<file path="src/rtl/wwdt_pkg.sv">
// Constants, field positions and types shared by the windowed watchdog.
package wwdt_pkg;

  localparam int ADDR_W = 8;
  localparam int DATA_W = 16;
  localparam int PRE_W  = 7;
  localparam int POST_W = 15;
  localparam int POS_W  = 22;

  // Register offsets.
  localparam logic [ADDR_W-1:0] WWDT_CFG_ADDR  = 8'h00;
  localparam logic [ADDR_W-1:0] WWDT_RSTC_ADDR = 8'h04;
  localparam logic [ADDR_W-1:0] WWDT_STAT_ADDR = 8'h08;
  localparam logic [ADDR_W-1:0] WWDT_MASK_ADDR = 8'h0c;
  localparam logic [ADDR_W-1:0] WWDT_CNT_ADDR  = 8'h10;

  // Configuration word fields.
  localparam int CFG_HARD_EN  = 7;
  localparam int CFG_WIN_OFF  = 6;
  localparam int CFG_PRE_SEL  = 4;
  localparam int CFG_POST_LSB = 0;
  localparam logic [DATA_W-1:0] CFG_RESET    = 16'h00df;
  localparam logic [DATA_W-1:0] CFG_WR_MASK  = 16'h00df;

  // Reset control register fields.
  localparam int RC_SOFT_EN = 5;
  localparam int RC_TIMEOUT = 4;
  localparam int RC_SLEEP   = 3;
  localparam int RC_IDLE    = 2;

  // Interrupt status and mask fields.
  localparam int EV_W       = 3;
  localparam int EV_TIMEOUT = 0;
  localparam int EV_WAKE    = 1;
  localparam int EV_EARLY   = 2;
  localparam logic [EV_W-1:0] MASK_RESET = 3'h0;

  // Prescaler terminal counts and widths.
  localparam logic [PRE_W-1:0] PRE_TOP_SHORT  = 7'h1f;
  localparam logic [PRE_W-1:0] PRE_TOP_LONG   = 7'h7f;
  localparam logic [2:0]       PRE_BITS_SHORT = 3'h5;
  localparam logic [2:0]       PRE_BITS_LONG  = 3'h7;
  localparam logic [4:0]       QUARTER_SHIFT  = 5'h2;
  localparam logic [POS_W-1:0] WINDOW_FRAC    = 22'h000003;

  // Timing of the low-power RC clock against the system clock.
  localparam int RC_PERIOD_NS  = 31250;
  localparam int CLK_PERIOD_NS = 5;
  localparam int RC_CYCLES     = RC_PERIOD_NS / CLK_PERIOD_NS;
  localparam int RC_CNT_W      = 13;

  typedef enum logic [1:0]
  {
    WWDT_RUN   = 2'b00,
    WWDT_IDLE  = 2'b01,
    WWDT_SLEEP = 2'b11
  } wwdt_pwr_t;

endpackage

</file>
<file path="src/rtl/wwdt_cnt_if.sv">
// Signals shared by the watchdog control and its two counter stages.
`timescale 1ns/1ps
interface wwdt_cnt_if;
  import wwdt_pkg::*;

  logic              clear;
  logic              tick;
  logic              pre_long;
  logic [3:0]        post_sel;
  logic [PRE_W-1:0]  pre_cnt;
  logic              pre_tc;
  logic [POST_W-1:0] post_cnt;
  logic              timeout;

  modport pre  (input clear, tick, pre_long, output pre_cnt, pre_tc);
  modport post (input clear, pre_tc, post_sel, output post_cnt, timeout);
  modport ctrl (output clear, tick, pre_long, post_sel,
                input pre_cnt, pre_tc, post_cnt, timeout);
endinterface

</file>
<file path="src/rtl/wwdt_prescaler.sv">
// Divide-by-32 or divide-by-128 prescaler on the RC clock ticks.
`timescale 1ns/1ps
module wwdt_prescaler
  import wwdt_pkg::*;
(
  input wire logic sys_clk,
  input wire logic reset,
  wwdt_cnt_if.pre  cnt
);

  logic [PRE_W-1:0] pre_top;

  assign pre_top    = cnt.pre_long ? PRE_TOP_LONG : PRE_TOP_SHORT;
  assign cnt.pre_tc = cnt.tick && (cnt.pre_cnt == pre_top);

  always_ff @(posedge sys_clk)
  begin
    if (reset || cnt.clear)
      cnt.pre_cnt <= '0;
    else if (cnt.pre_tc)
      cnt.pre_cnt <= '0;
    else if (cnt.tick)
      cnt.pre_cnt <= cnt.pre_cnt + 7'h01;
  end

endmodule

</file>
<file path="src/rtl/wwdt_postscaler.sv">
// Power-of-two postscaler; its terminal count is the watchdog time-out.
`timescale 1ns/1ps
module wwdt_postscaler
  import wwdt_pkg::*;
(
  input wire logic sys_clk,
  input wire logic reset,
  wwdt_cnt_if.post cnt
);

  logic [POST_W-1:0] post_top;

  assign post_top    = (15'h0001 << cnt.post_sel) - 15'h0001;
  assign cnt.timeout = cnt.pre_tc && (cnt.post_cnt == post_top);

  always_ff @(posedge sys_clk)
  begin
    if (reset || cnt.clear)
      cnt.post_cnt <= '0;
    else if (cnt.timeout)
      cnt.post_cnt <= '0;
    else if (cnt.pre_tc)
      cnt.post_cnt <= cnt.post_cnt + 15'h0001;
  end

endmodule

</file>
<file path="src/rtl/wwdt_top.sv">
// Windowed watchdog timer: registers, power-save tracking and reset logic.
//
// Summary of operation
// - The watchdog runs from the RC clock, which is on while it is enabled.
// - The prescaler divides the RC clock by 32 or 128 per the select bit.
// - At a nominal 32 kHz the prescaler period is about 1 ms or 4 ms.
// - A postscaler divides further by one of 16 ratios from the low nibble.
// - Reset, clock switch, power-save change and clear zero all counts.
// - In sleep and idle the watchdog keeps counting and a time-out wakes.
// - With hard enable set the watchdog always runs.
// - A time-out in run mode sets a sticky flag that only software clears.
// - With hard enable clear, only a set soft enable runs the watchdog.
// - Every device reset clears the soft enable bit.
// - In window mode a clear before the last quarter resets the device.
// - Prescale select 1 means divide by 128 and 0 means divide by 32.
// - Postscale 0000 is 1:1 and each step doubles, up to 1111 at 1:32,768.
// - Window-off 1 accepts a clear at any time and 0 selects window mode.
//
// The register offsets and the address-and-strobe port were decided locally.
`timescale 1ns/1ps
module wwdt_top
  import wwdt_pkg::*;
#(
  parameter int RC_DIV = RC_CYCLES
)
(
  input  wire logic              sys_clk,
  input  wire logic              reset,
  input  wire logic [ADDR_W-1:0] addr,
  input  wire logic [DATA_W-1:0] wr_data,
  input  wire logic              wr_en,
  input  wire logic              rd_en,
  output logic      [DATA_W-1:0] rd_data,
  input  wire logic              watchdog_clear_instr,
  input  wire logic              power_save_instr,
  input  wire logic              power_save_sleep,
  input  wire logic              wake_event,
  input  wire logic              clock_switch_done,
  input  wire logic              dev_reset_in,
  output logic                   low_power_rc_osc,
  output logic                   wd_device_reset,
  output logic                   wd_wake,
  output logic                   irq
);

  wwdt_cnt_if cnt ();

  logic [DATA_W-1:0]     watchdog_config_word;
  logic                  cfg_locked;
  logic                  wd_soft_enable;
  logic                  wd_timeout_flag;
  logic                  sleep_flag;
  logic                  idle_flag;
  logic [EV_W-1:0]       int_status;
  logic [EV_W-1:0]       int_mask;
  logic [RC_CNT_W-1:0]   rc_cnt;
  wwdt_pwr_t             pwr;

  logic              wd_hard_enable;
  logic              window_mode_off;
  logic              wd_prescale_select;
  logic [3:0]        wd_postscale_select;
  logic              wd_enabled;
  logic              running;
  logic              enter_ps;
  logic              clr_run;
  logic              window_open;
  logic              early_clear;
  logic              run_timeout;
  logic              sleep_timeout;
  logic              trip;
  logic              dev_reset_any;
  logic              exit_ps;
  logic              wr_rstc;
  logic [2:0]        pre_bits;
  logic [4:0]        total_bits;
  logic [POS_W-1:0]  position;
  logic [POS_W-1:0]  window_start;
  logic [EV_W-1:0]   events;
  logic [DATA_W-1:0] next_rd_data;

  assign wd_hard_enable      = watchdog_config_word[CFG_HARD_EN];
  assign window_mode_off     = watchdog_config_word[CFG_WIN_OFF];
  assign wd_prescale_select  = watchdog_config_word[CFG_PRE_SEL];
  assign wd_postscale_select = watchdog_config_word[CFG_POST_LSB +: 4];

  assign wd_enabled = wd_hard_enable || wd_soft_enable;
  assign running    = (pwr == WWDT_RUN);

  // The RC oscillator runs only while the watchdog is enabled.
  assign low_power_rc_osc = wd_enabled;

  always_ff @(posedge sys_clk)
  begin
    if (reset || !wd_enabled)
      rc_cnt <= '0;
    else if (rc_cnt == RC_CNT_W'(RC_DIV - 1))
      rc_cnt <= '0;
    else
      rc_cnt <= rc_cnt + 13'h0001;
  end

  assign cnt.tick = low_power_rc_osc &&
                    (rc_cnt == RC_CNT_W'(RC_DIV - 1));
  assign cnt.pre_long = wd_prescale_select;
  assign cnt.post_sel = wd_postscale_select;

  wwdt_prescaler u_pre
  (
    .sys_clk (sys_clk),
    .reset   (reset),
    .cnt     (cnt.pre)
  );

  wwdt_postscaler u_post
  (
    .sys_clk (sys_clk),
    .reset   (reset),
    .cnt     (cnt.post)
  );

  // Position in the period, in RC ticks, against the start of the window.
  assign pre_bits     = wd_prescale_select ? PRE_BITS_LONG : PRE_BITS_SHORT;
  assign total_bits   = {2'h0, pre_bits} + {1'h0, wd_postscale_select};
  assign position     = ({7'h00, cnt.post_cnt} << pre_bits) |
                        {15'h0000, cnt.pre_cnt};
  assign window_start = WINDOW_FRAC << (total_bits - QUARTER_SHIFT);
  assign window_open  = (position >= window_start);

  assign clr_run     = watchdog_clear_instr && running && wd_enabled;
  assign early_clear = clr_run && !window_mode_off &&
                       !window_open;
  assign run_timeout   = cnt.timeout && running;
  assign sleep_timeout = cnt.timeout && !running;
  assign trip          = run_timeout || early_clear;
  assign enter_ps      = power_save_instr && running;
  assign exit_ps       = !running && (sleep_timeout || wake_event);
  assign dev_reset_any = dev_reset_in || trip;

  // Every event that restarts the count from zero.
  assign cnt.clear = !wd_enabled || dev_reset_any || clock_switch_done ||
                     enter_ps || exit_ps || watchdog_clear_instr;

  always_ff @(posedge sys_clk)
  begin
    if (reset)
      pwr <= WWDT_RUN;
    else if (dev_reset_any || exit_ps)
      pwr <= WWDT_RUN;
    else if (enter_ps)
      pwr <= power_save_sleep ? WWDT_SLEEP : WWDT_IDLE;
    else
    begin
      case (pwr)
        WWDT_RUN:   pwr <= WWDT_RUN;
        WWDT_IDLE:  pwr <= WWDT_IDLE;
        WWDT_SLEEP: pwr <= WWDT_SLEEP;
        default:    pwr <= WWDT_RUN;
      endcase
    end
  end

  always_ff @(posedge sys_clk)
  begin
    if (reset)
    begin
      wd_device_reset <= 1'b0;
      wd_wake         <= 1'b0;
    end
    else
    begin
      wd_device_reset <= trip;
      wd_wake         <= sleep_timeout;
    end
  end

  // The configuration word takes one write per power cycle.
  always_ff @(posedge sys_clk)
  begin
    if (reset)
    begin
      watchdog_config_word <= CFG_RESET;
      cfg_locked           <= 1'b0;
    end
    else if (wr_en && addr == WWDT_CFG_ADDR && !cfg_locked)
    begin
      watchdog_config_word <= wr_data & CFG_WR_MASK;
      cfg_locked           <= 1'b1;
    end
  end

  assign wr_rstc = wr_en && (addr == WWDT_RSTC_ADDR);

  always_ff @(posedge sys_clk)
  begin
    if (reset || dev_reset_any)
      wd_soft_enable <= 1'b0;
    else if (wr_rstc)
      wd_soft_enable <= wr_data[RC_SOFT_EN];
  end

  // Hardware sets win over a software clear in the same cycle.
  always_ff @(posedge sys_clk)
  begin
    if (reset)
      wd_timeout_flag <= 1'b0;
    else if (trip)
      wd_timeout_flag <= 1'b1;
    else if (wr_rstc && !wr_data[RC_TIMEOUT])
      wd_timeout_flag <= 1'b0;
  end

  always_ff @(posedge sys_clk)
  begin
    if (reset)
    begin
      sleep_flag <= 1'b0;
      idle_flag  <= 1'b0;
    end
    else
    begin
      if (enter_ps && power_save_sleep)
        sleep_flag <= 1'b1;
      else if (wr_rstc && !wr_data[RC_SLEEP])
        sleep_flag <= 1'b0;
      if (enter_ps && !power_save_sleep)
        idle_flag <= 1'b1;
      else if (wr_rstc && !wr_data[RC_IDLE])
        idle_flag <= 1'b0;
    end
  end

  assign events = {early_clear, sleep_timeout, run_timeout};

  always_ff @(posedge sys_clk)
  begin
    if (reset)
      int_status <= '0;
    else if (rd_en && addr == WWDT_STAT_ADDR)
      int_status <= events;
    else
      int_status <= int_status | events;
  end

  always_ff @(posedge sys_clk)
  begin
    if (reset)
      int_mask <= MASK_RESET;
    else if (wr_en && addr == WWDT_MASK_ADDR)
      int_mask <= wr_data[EV_W-1:0];
  end

  assign irq = |(int_status & int_mask);

  always_comb
  begin
    next_rd_data = '0;
    case (addr)
      WWDT_CFG_ADDR:  next_rd_data = watchdog_config_word;
      WWDT_RSTC_ADDR:
      begin
        next_rd_data[RC_SOFT_EN] = wd_soft_enable;
        next_rd_data[RC_TIMEOUT] = wd_timeout_flag;
        next_rd_data[RC_SLEEP]   = sleep_flag;
        next_rd_data[RC_IDLE]    = idle_flag;
      end
      WWDT_STAT_ADDR: next_rd_data[EV_W-1:0] = int_status;
      WWDT_MASK_ADDR: next_rd_data[EV_W-1:0] = int_mask;
      WWDT_CNT_ADDR:  next_rd_data[POST_W-1:0] = cnt.post_cnt;
      default:        next_rd_data = '0;
    endcase
  end

  always_ff @(posedge sys_clk)
  begin
    if (reset)
      rd_data <= '0;
    else if (rd_en)
      rd_data <= next_rd_data;
    else
      rd_data <= '0;
  end

  a_osc_on_tick: assert property (
    @(posedge sys_clk) disable iff (reset)
    cnt.tick |-> low_power_rc_osc ##1 !cnt.tick)
    else $error("RC tick with the oscillator off or back to back");

  a_pre_wrap_point: assert property (
    @(posedge sys_clk) disable iff (reset)
    cnt.pre_tc |-> cnt.pre_cnt == (wd_prescale_select ? 7'h7f : 7'h1f))
    else $error("Prescaler wrapped at the wrong count");

  a_post_terminal: assert property (
    @(posedge sys_clk) disable iff (reset)
    cnt.timeout |-> cnt.pre_tc &&
      cnt.post_cnt == (15'h0001 << wd_postscale_select) - 15'h0001)
    else $error("Time-out not at the postscaler terminal count");

  a_clear_counts: assert property (
    @(posedge sys_clk) disable iff (reset)
    (clock_switch_done || dev_reset_in || enter_ps ||
     watchdog_clear_instr) |=>
      cnt.pre_cnt == 7'h00 && cnt.post_cnt == 15'h0000)
    else $error("Counters not cleared after a clearing event");

  a_sleep_wakes: assert property (
    @(posedge sys_clk) disable iff (reset)
    (cnt.timeout && !running) |=> wd_wake && !wd_device_reset && running)
    else $error("Power-save time-out did not wake the core");

  a_hard_runs: assert property (
    @(posedge sys_clk) disable iff (reset)
    (wd_hard_enable && !(wr_en && addr == WWDT_CFG_ADDR && !cfg_locked))
      |=> wd_hard_enable && low_power_rc_osc)
    else $error("Hard-enabled watchdog stopped");

  a_flag_sticky: assert property (
    @(posedge sys_clk) disable iff (reset)
    (wd_timeout_flag && !(wr_rstc && !wr_data[RC_TIMEOUT])) |=>
      wd_timeout_flag)
    else $error("Time-out flag dropped without a software clear");

  a_soft_gate: assert property (
    @(posedge sys_clk) disable iff (reset)
    (!wd_hard_enable && !wd_soft_enable) |=> cnt.post_cnt == 15'h0000 [*2])
    else $error("Watchdog counted while disabled");

  a_soft_cleared: assert property (
    @(posedge sys_clk) disable iff (reset)
    dev_reset_in |=> !wd_soft_enable)
    else $error("Soft enable survived a device reset");

  a_early_trip: assert property (
    @(posedge sys_clk) disable iff (reset)
    (clr_run && !window_mode_off && !window_open) |=> wd_device_reset)
    else $error("Early clear in window mode did not reset");

  a_run_timeout: assert property (
    @(posedge sys_clk) disable iff (reset)
    (cnt.timeout && running) |=>
      wd_device_reset && wd_timeout_flag && !wd_wake)
    else $error("Running time-out did not reset and flag");

endmodule

</file>
<file path="config.mk">
export PLATFORM = sky130hd
export DESIGN_NAME = wwdt_top
export DESIGN_NICKNAME = d
export VERILOG_FILES = /design/src/rtl/wwdt_pkg.sv /design/src/rtl/wwdt_cnt_if.sv /design/src/rtl/wwdt_prescaler.sv /design/src/rtl/wwdt_postscaler.sv /design/src/rtl/wwdt_top.sv
export SDC_FILE = /design/constraint.sdc
export NUM_CORES = 1
export LEC_CHECK = 0
export ABC_AREA = 1
export BUFFER_PORTS_ARGS = -buffer_cell sky130_fd_sc_hd__buf_2
export CAP_MARGIN = 20
export CORE_MARGIN = 2
export CORE_UTILIZATION = 55
export CTS_BUF_LIST = sky130_fd_sc_hd__clkbuf_8
export CTS_CLUSTER_DIAMETER = 30
export DETAILED_ROUTE_END_ITERATION = 12
export PLACE_DENSITY = 0.76
export SLEW_MARGIN = 20
export SYNTH_ARGS = -nofsm -noshare
export SYNTH_HDL_FRONTEND = slang
export SYNTH_SLANG_ARGS = --single-unit
</file>
<file path="constraint.sdc">
create_clock -name sys_clk -period 9.6 [get_ports sys_clk]
set_input_delay 0.48 -clock sys_clk [delete_from_list [all_inputs] [get_ports sys_clk]]
set_output_delay 0.48 -clock sys_clk [all_outputs]
set_load 0.02 [all_outputs]
</file>
==> impl_metrics.yaml <==
min_path:
  hold_path_depth: 3
  hp-class: "primary input to register"
  hold_path_startpoint: "wr_data[6]"
  min_to: "watchdog_config_word[6]"
power:
  p_per_area_mw_per_mm2: 104.2
  internal-power_uw: 426.6
  power.switching_uw: 132.7
  p_seq_share_pct: 54.1
  swShare_pct: 23.73
  ir_drop_mv: 0.08077
  p_comb_share_pct: 4.4
  leakage_uw: 0.002497
  p_clk_share_pct: 41.5
global_route:
  grt_overflow: 0
  grt_pass1_vias: 4632
  antenna_found_initial: 0
  grt_max_degree: 33
  grt_usage_pct: 27.70
  grt_pass1_wl_mm: 21.80
sta:
  slew_headroom_pct: 38.22
  tightestPinTransition_ns: 0.9254
  hold_viol: 0
  slew_viol_final: 0
  period_share_pct: 59.54
  min_period_ns: 5.716
  fmax_mhz: 175.0
  setup_viol: 0
  fin_setup_tns_ns: 0
  clock_skew_ns: 0.009021
  rsz0062_at_grt: "no"
finish:
  fillers: 856
  drive_gt1_share_pct: 10.76
  final_nets: 854
  finalNonFillerCells: 898
  area_delta_synth_final_pct: 9.019
  n_antenna_cell: 0
yosys:
  synthFlopType: "dfxtp_1"
  yosysUniqueCellTypes: 42
  synth_compound_area_share_pct: 10.62
  yosys_warnings: 0
  synth-edff-count: 0
  synthAdderAreaFrac_pct: 8.537
  synth_top_family_by_area: "simple AND/OR/NAND/NOR gates"
  postSynthRegisterBits: 72
  syn_avg_cell_area_um2: 6.566
  synth.top_cell.area_share_pct: 29.27
  yosysTopAreaCell: "dfxtp_1"
  synth_area_leaders: "dfxtp_1, nand2_1, ha_1, inv_1, nor2_1"
  synth_xor_area_share_pct: 4.446
  synthCells: 750
  synth_area_mm2: 0.004925
  synthTopCellsByCount: "nand2_1, inv_1, nor2_1"
  synthSimpleGateAreaFrac_pct: 36.64
  yosysMostFrequentCell: "nand2_1"
  synth.mux.area_fraction_pct: 0.2033
  synth-seq-area-share_pct: 29.27
  ys_async_sr_fraction_pct: 0
  synth.net_count: 817
floorplanning:
  die_w_um: 98.63
  die_area_mm2: 0.009727
  start_util_pct: 56.47
  ios: 54
  die_height_um: 98.63
  num_rows: 34
  fp.coreArea_mm2: 0.008721
worst_setup_path:
  r2r-start: "watchdog_config_word[4]"
  crit_path_top_delay_cell: "dfxtp_1"
  critPathMaxFanout: 32
  crit_type: "register to register"
  cp-start-kind: "register"
  crit_family: "simple AND/OR/NAND/NOR gates"
  cpPeakStageDelay_ns: 0.93
  crit_path_cell_trace: "inv_1 -> ha_1 -> inv_1 -> ha_1 -> inv_1 -> fa_1 -> or2_2 -> nand2_1 -> inv_1 -> nor4_1 -> a31oi_1 -> ha_1 -> nand2_1 -> nor4_1 -> nand3_1 -> nand4_1 -> nand2_2 -> nor2_2 -> nand3_2 -> nor2_1"
  worst-r2r-setup-slack_ns: 3.88
  worst-path-buf-inv: 4
  arrival_ns: 5.99
  startpoint: "watchdog_config_word[4]"
  reg2reg_depth: 20
  worstPathRequired_ns: 9.87
  path_common_cell: "inv_1"
  cp_num_cells: 20
  r2r-end: "u_pre.cnt.pre_cnt[3]"
  end_kind: "register"
routing:
  route.detailed.wl_per_inst_um: 14.61
  drt-total-wl_mm: 13.12
  wl_met1_mm: 5.885
  wl_met2_mm: 6.044
  antenna_left: 0
  top_layer_used: "met4"
  viasPerCell: 5.567
  firstDrtPassIters: 5
  vias: 4999
  drt_iter0_markers: 370
  route.detailed.drc: 0
  dr_wl_met3_um: 868
cts:
  ctsResizeCount: 0
  cts_tree: "built"
  clockBufferDepth: 2
  numCtsBuffers: 9
  path_clk_slew_ns: 0.07
  hold_buffers: 0
  clkLatencyLatePin_ns: 0.35
  postCtsSetupBuffers: 0
  h-tree-depth: 3
  cts_num_sinks: 72
  cts_root_buf: "clkbuf_8"
place:
  dp_hpwl_mm: 10.42
  gp_congestion: 0.9380
  dp_cells: 884
  port-buffer-count: 44
run_status:
  outcome: "finished clean"
job:
  maxCapViolCount: 0
how the worst max path moves through the flow:
stage	to
finish	u_pre.cnt.pre_cnt[3]
CTS	u_pre.cnt.pre_cnt[3]
global placement	u_pre.cnt.pre_cnt[5]
detailed placement	u_pre.cnt.pre_cnt[1]
floorplan	u_post.cnt.post_cnt[10]
global route	u_pre.cnt.pre_cnt[3]
placed cells by master (no fill, tap or decap), types with 2 or more instances in the layout:
cell          n
a31oi_1       5
nor3b_1       3
or2_2         2
nor3_1       22
o21ai_1       3
nor4_1       10
o221ai_1      2
o211ai_1      8
inv_1       103
nand3_2       2
nor3_2        2
nor2_1       76
clkbuf_8      9
xnor2_1       2
nor2_2        9
o21ai_0      37
a221oi_1      2
a21oi_1      29
o21a_1        2
nand4_1      18
nand2_2       5
dfxtp_1      72
clkinv_1      2
ha_1         32
nand2_1     176
and3_1       17
inv_2         4
clkinvlp_4    2
o22ai_1       2
nand3_1      53
xor2_1       23
buf_2        44
per-stage QoR:
| step | utilization [%] | hold slack (ns) | power (uW) | instance area [um^2] | worst slack [ns] |
|---|---|---|---|---|---|
| finish | 61.56 | 0.3489 | 559.3 | 5369 | 3.884 |
| global route | 61.56 | 0.3489 | 577.0 | 5369 | 3.329 |
| CTS | 61.56 | 0.3429 | 562.2 | 5369 | 3.963 |
| detailed placement | 59.47 | 0.4691 | 333.7 | 5186 | 4.070 |
| global placement | 59.47 | 0.4595 | 332.8 | 5186 | 4.188 |
| floorplan | - | 0.4435 | 324.1 | 4925 | 5.728 |
power groups by stage:
stage	clock, uW	combinational [uW]	sequential [uW]
global placement	0	23.4	309
CTS	235	24.4	303
global route	246	27.8	303
floorplan	0	15.0	309
finish	232	24.7	303
detailed placement	0	24.2	310
logic make-up after synthesis:
family                     count (synthesis)
and+or+nand+nor                          399
buffers and inverters                    127
AOI/OAI and AO/OA                         92
DFF                                       72
adders and majority gates                 33
xor gates and xnor gates                  25
other                                      1
muxes                                      1
tightest hold or removal path: cells and delay by family:
kind / cells / cell delay [ns]
simple gates: 2 / 0.10
buf+inv: 1 / 0.08
state kept, by name, summed over array words and instances (netlist names):
| signal | flops |
|---|---|
| cfg_locked | 1 |
| idle_flag | 1 |
| int_mask | 3 |
| int_status | 3 |
| pwr | 2 |
| rc_cnt | 13 |
| rd_data | 15 |
| sleep_flag | 1 |
| u_post.cnt.post_cnt | 15 |
| u_pre.cnt.pre_cnt | 7 |
| watchdog_config_word | 7 |
| wd_device_reset | 1 |
| wd_soft_enable | 1 |
| wd_timeout_flag | 1 |
| wd_wake | 1 |
cell type report:
cell class | instances | area [um^2] | area share, %
Clock buffer | 9 | 123.9 | 2.307
Clock inverter | 5 | 58.81 | 1.095
Inverter | 109 | 409.1 | 7.621
Multi-Input combinational cell | 551 | 2980 | 55.51
Sequential cell | 72 | 1441 | 26.85
Tap cell | 108 | 135.1 | 2.517
Timing Repair Buffer | 44 | 220.2 | 4.102
routing by layer:
layer | vias up | track usage (%)
met5 | - | 0
met4 | 0 | 9.273
met3 | 35 | 4.397
met2 | 186 | 46.52
met1 | 2252 | 36.46
li1 | 2526 | -
No activity file was read; power rests on OpenSTA's default activity.
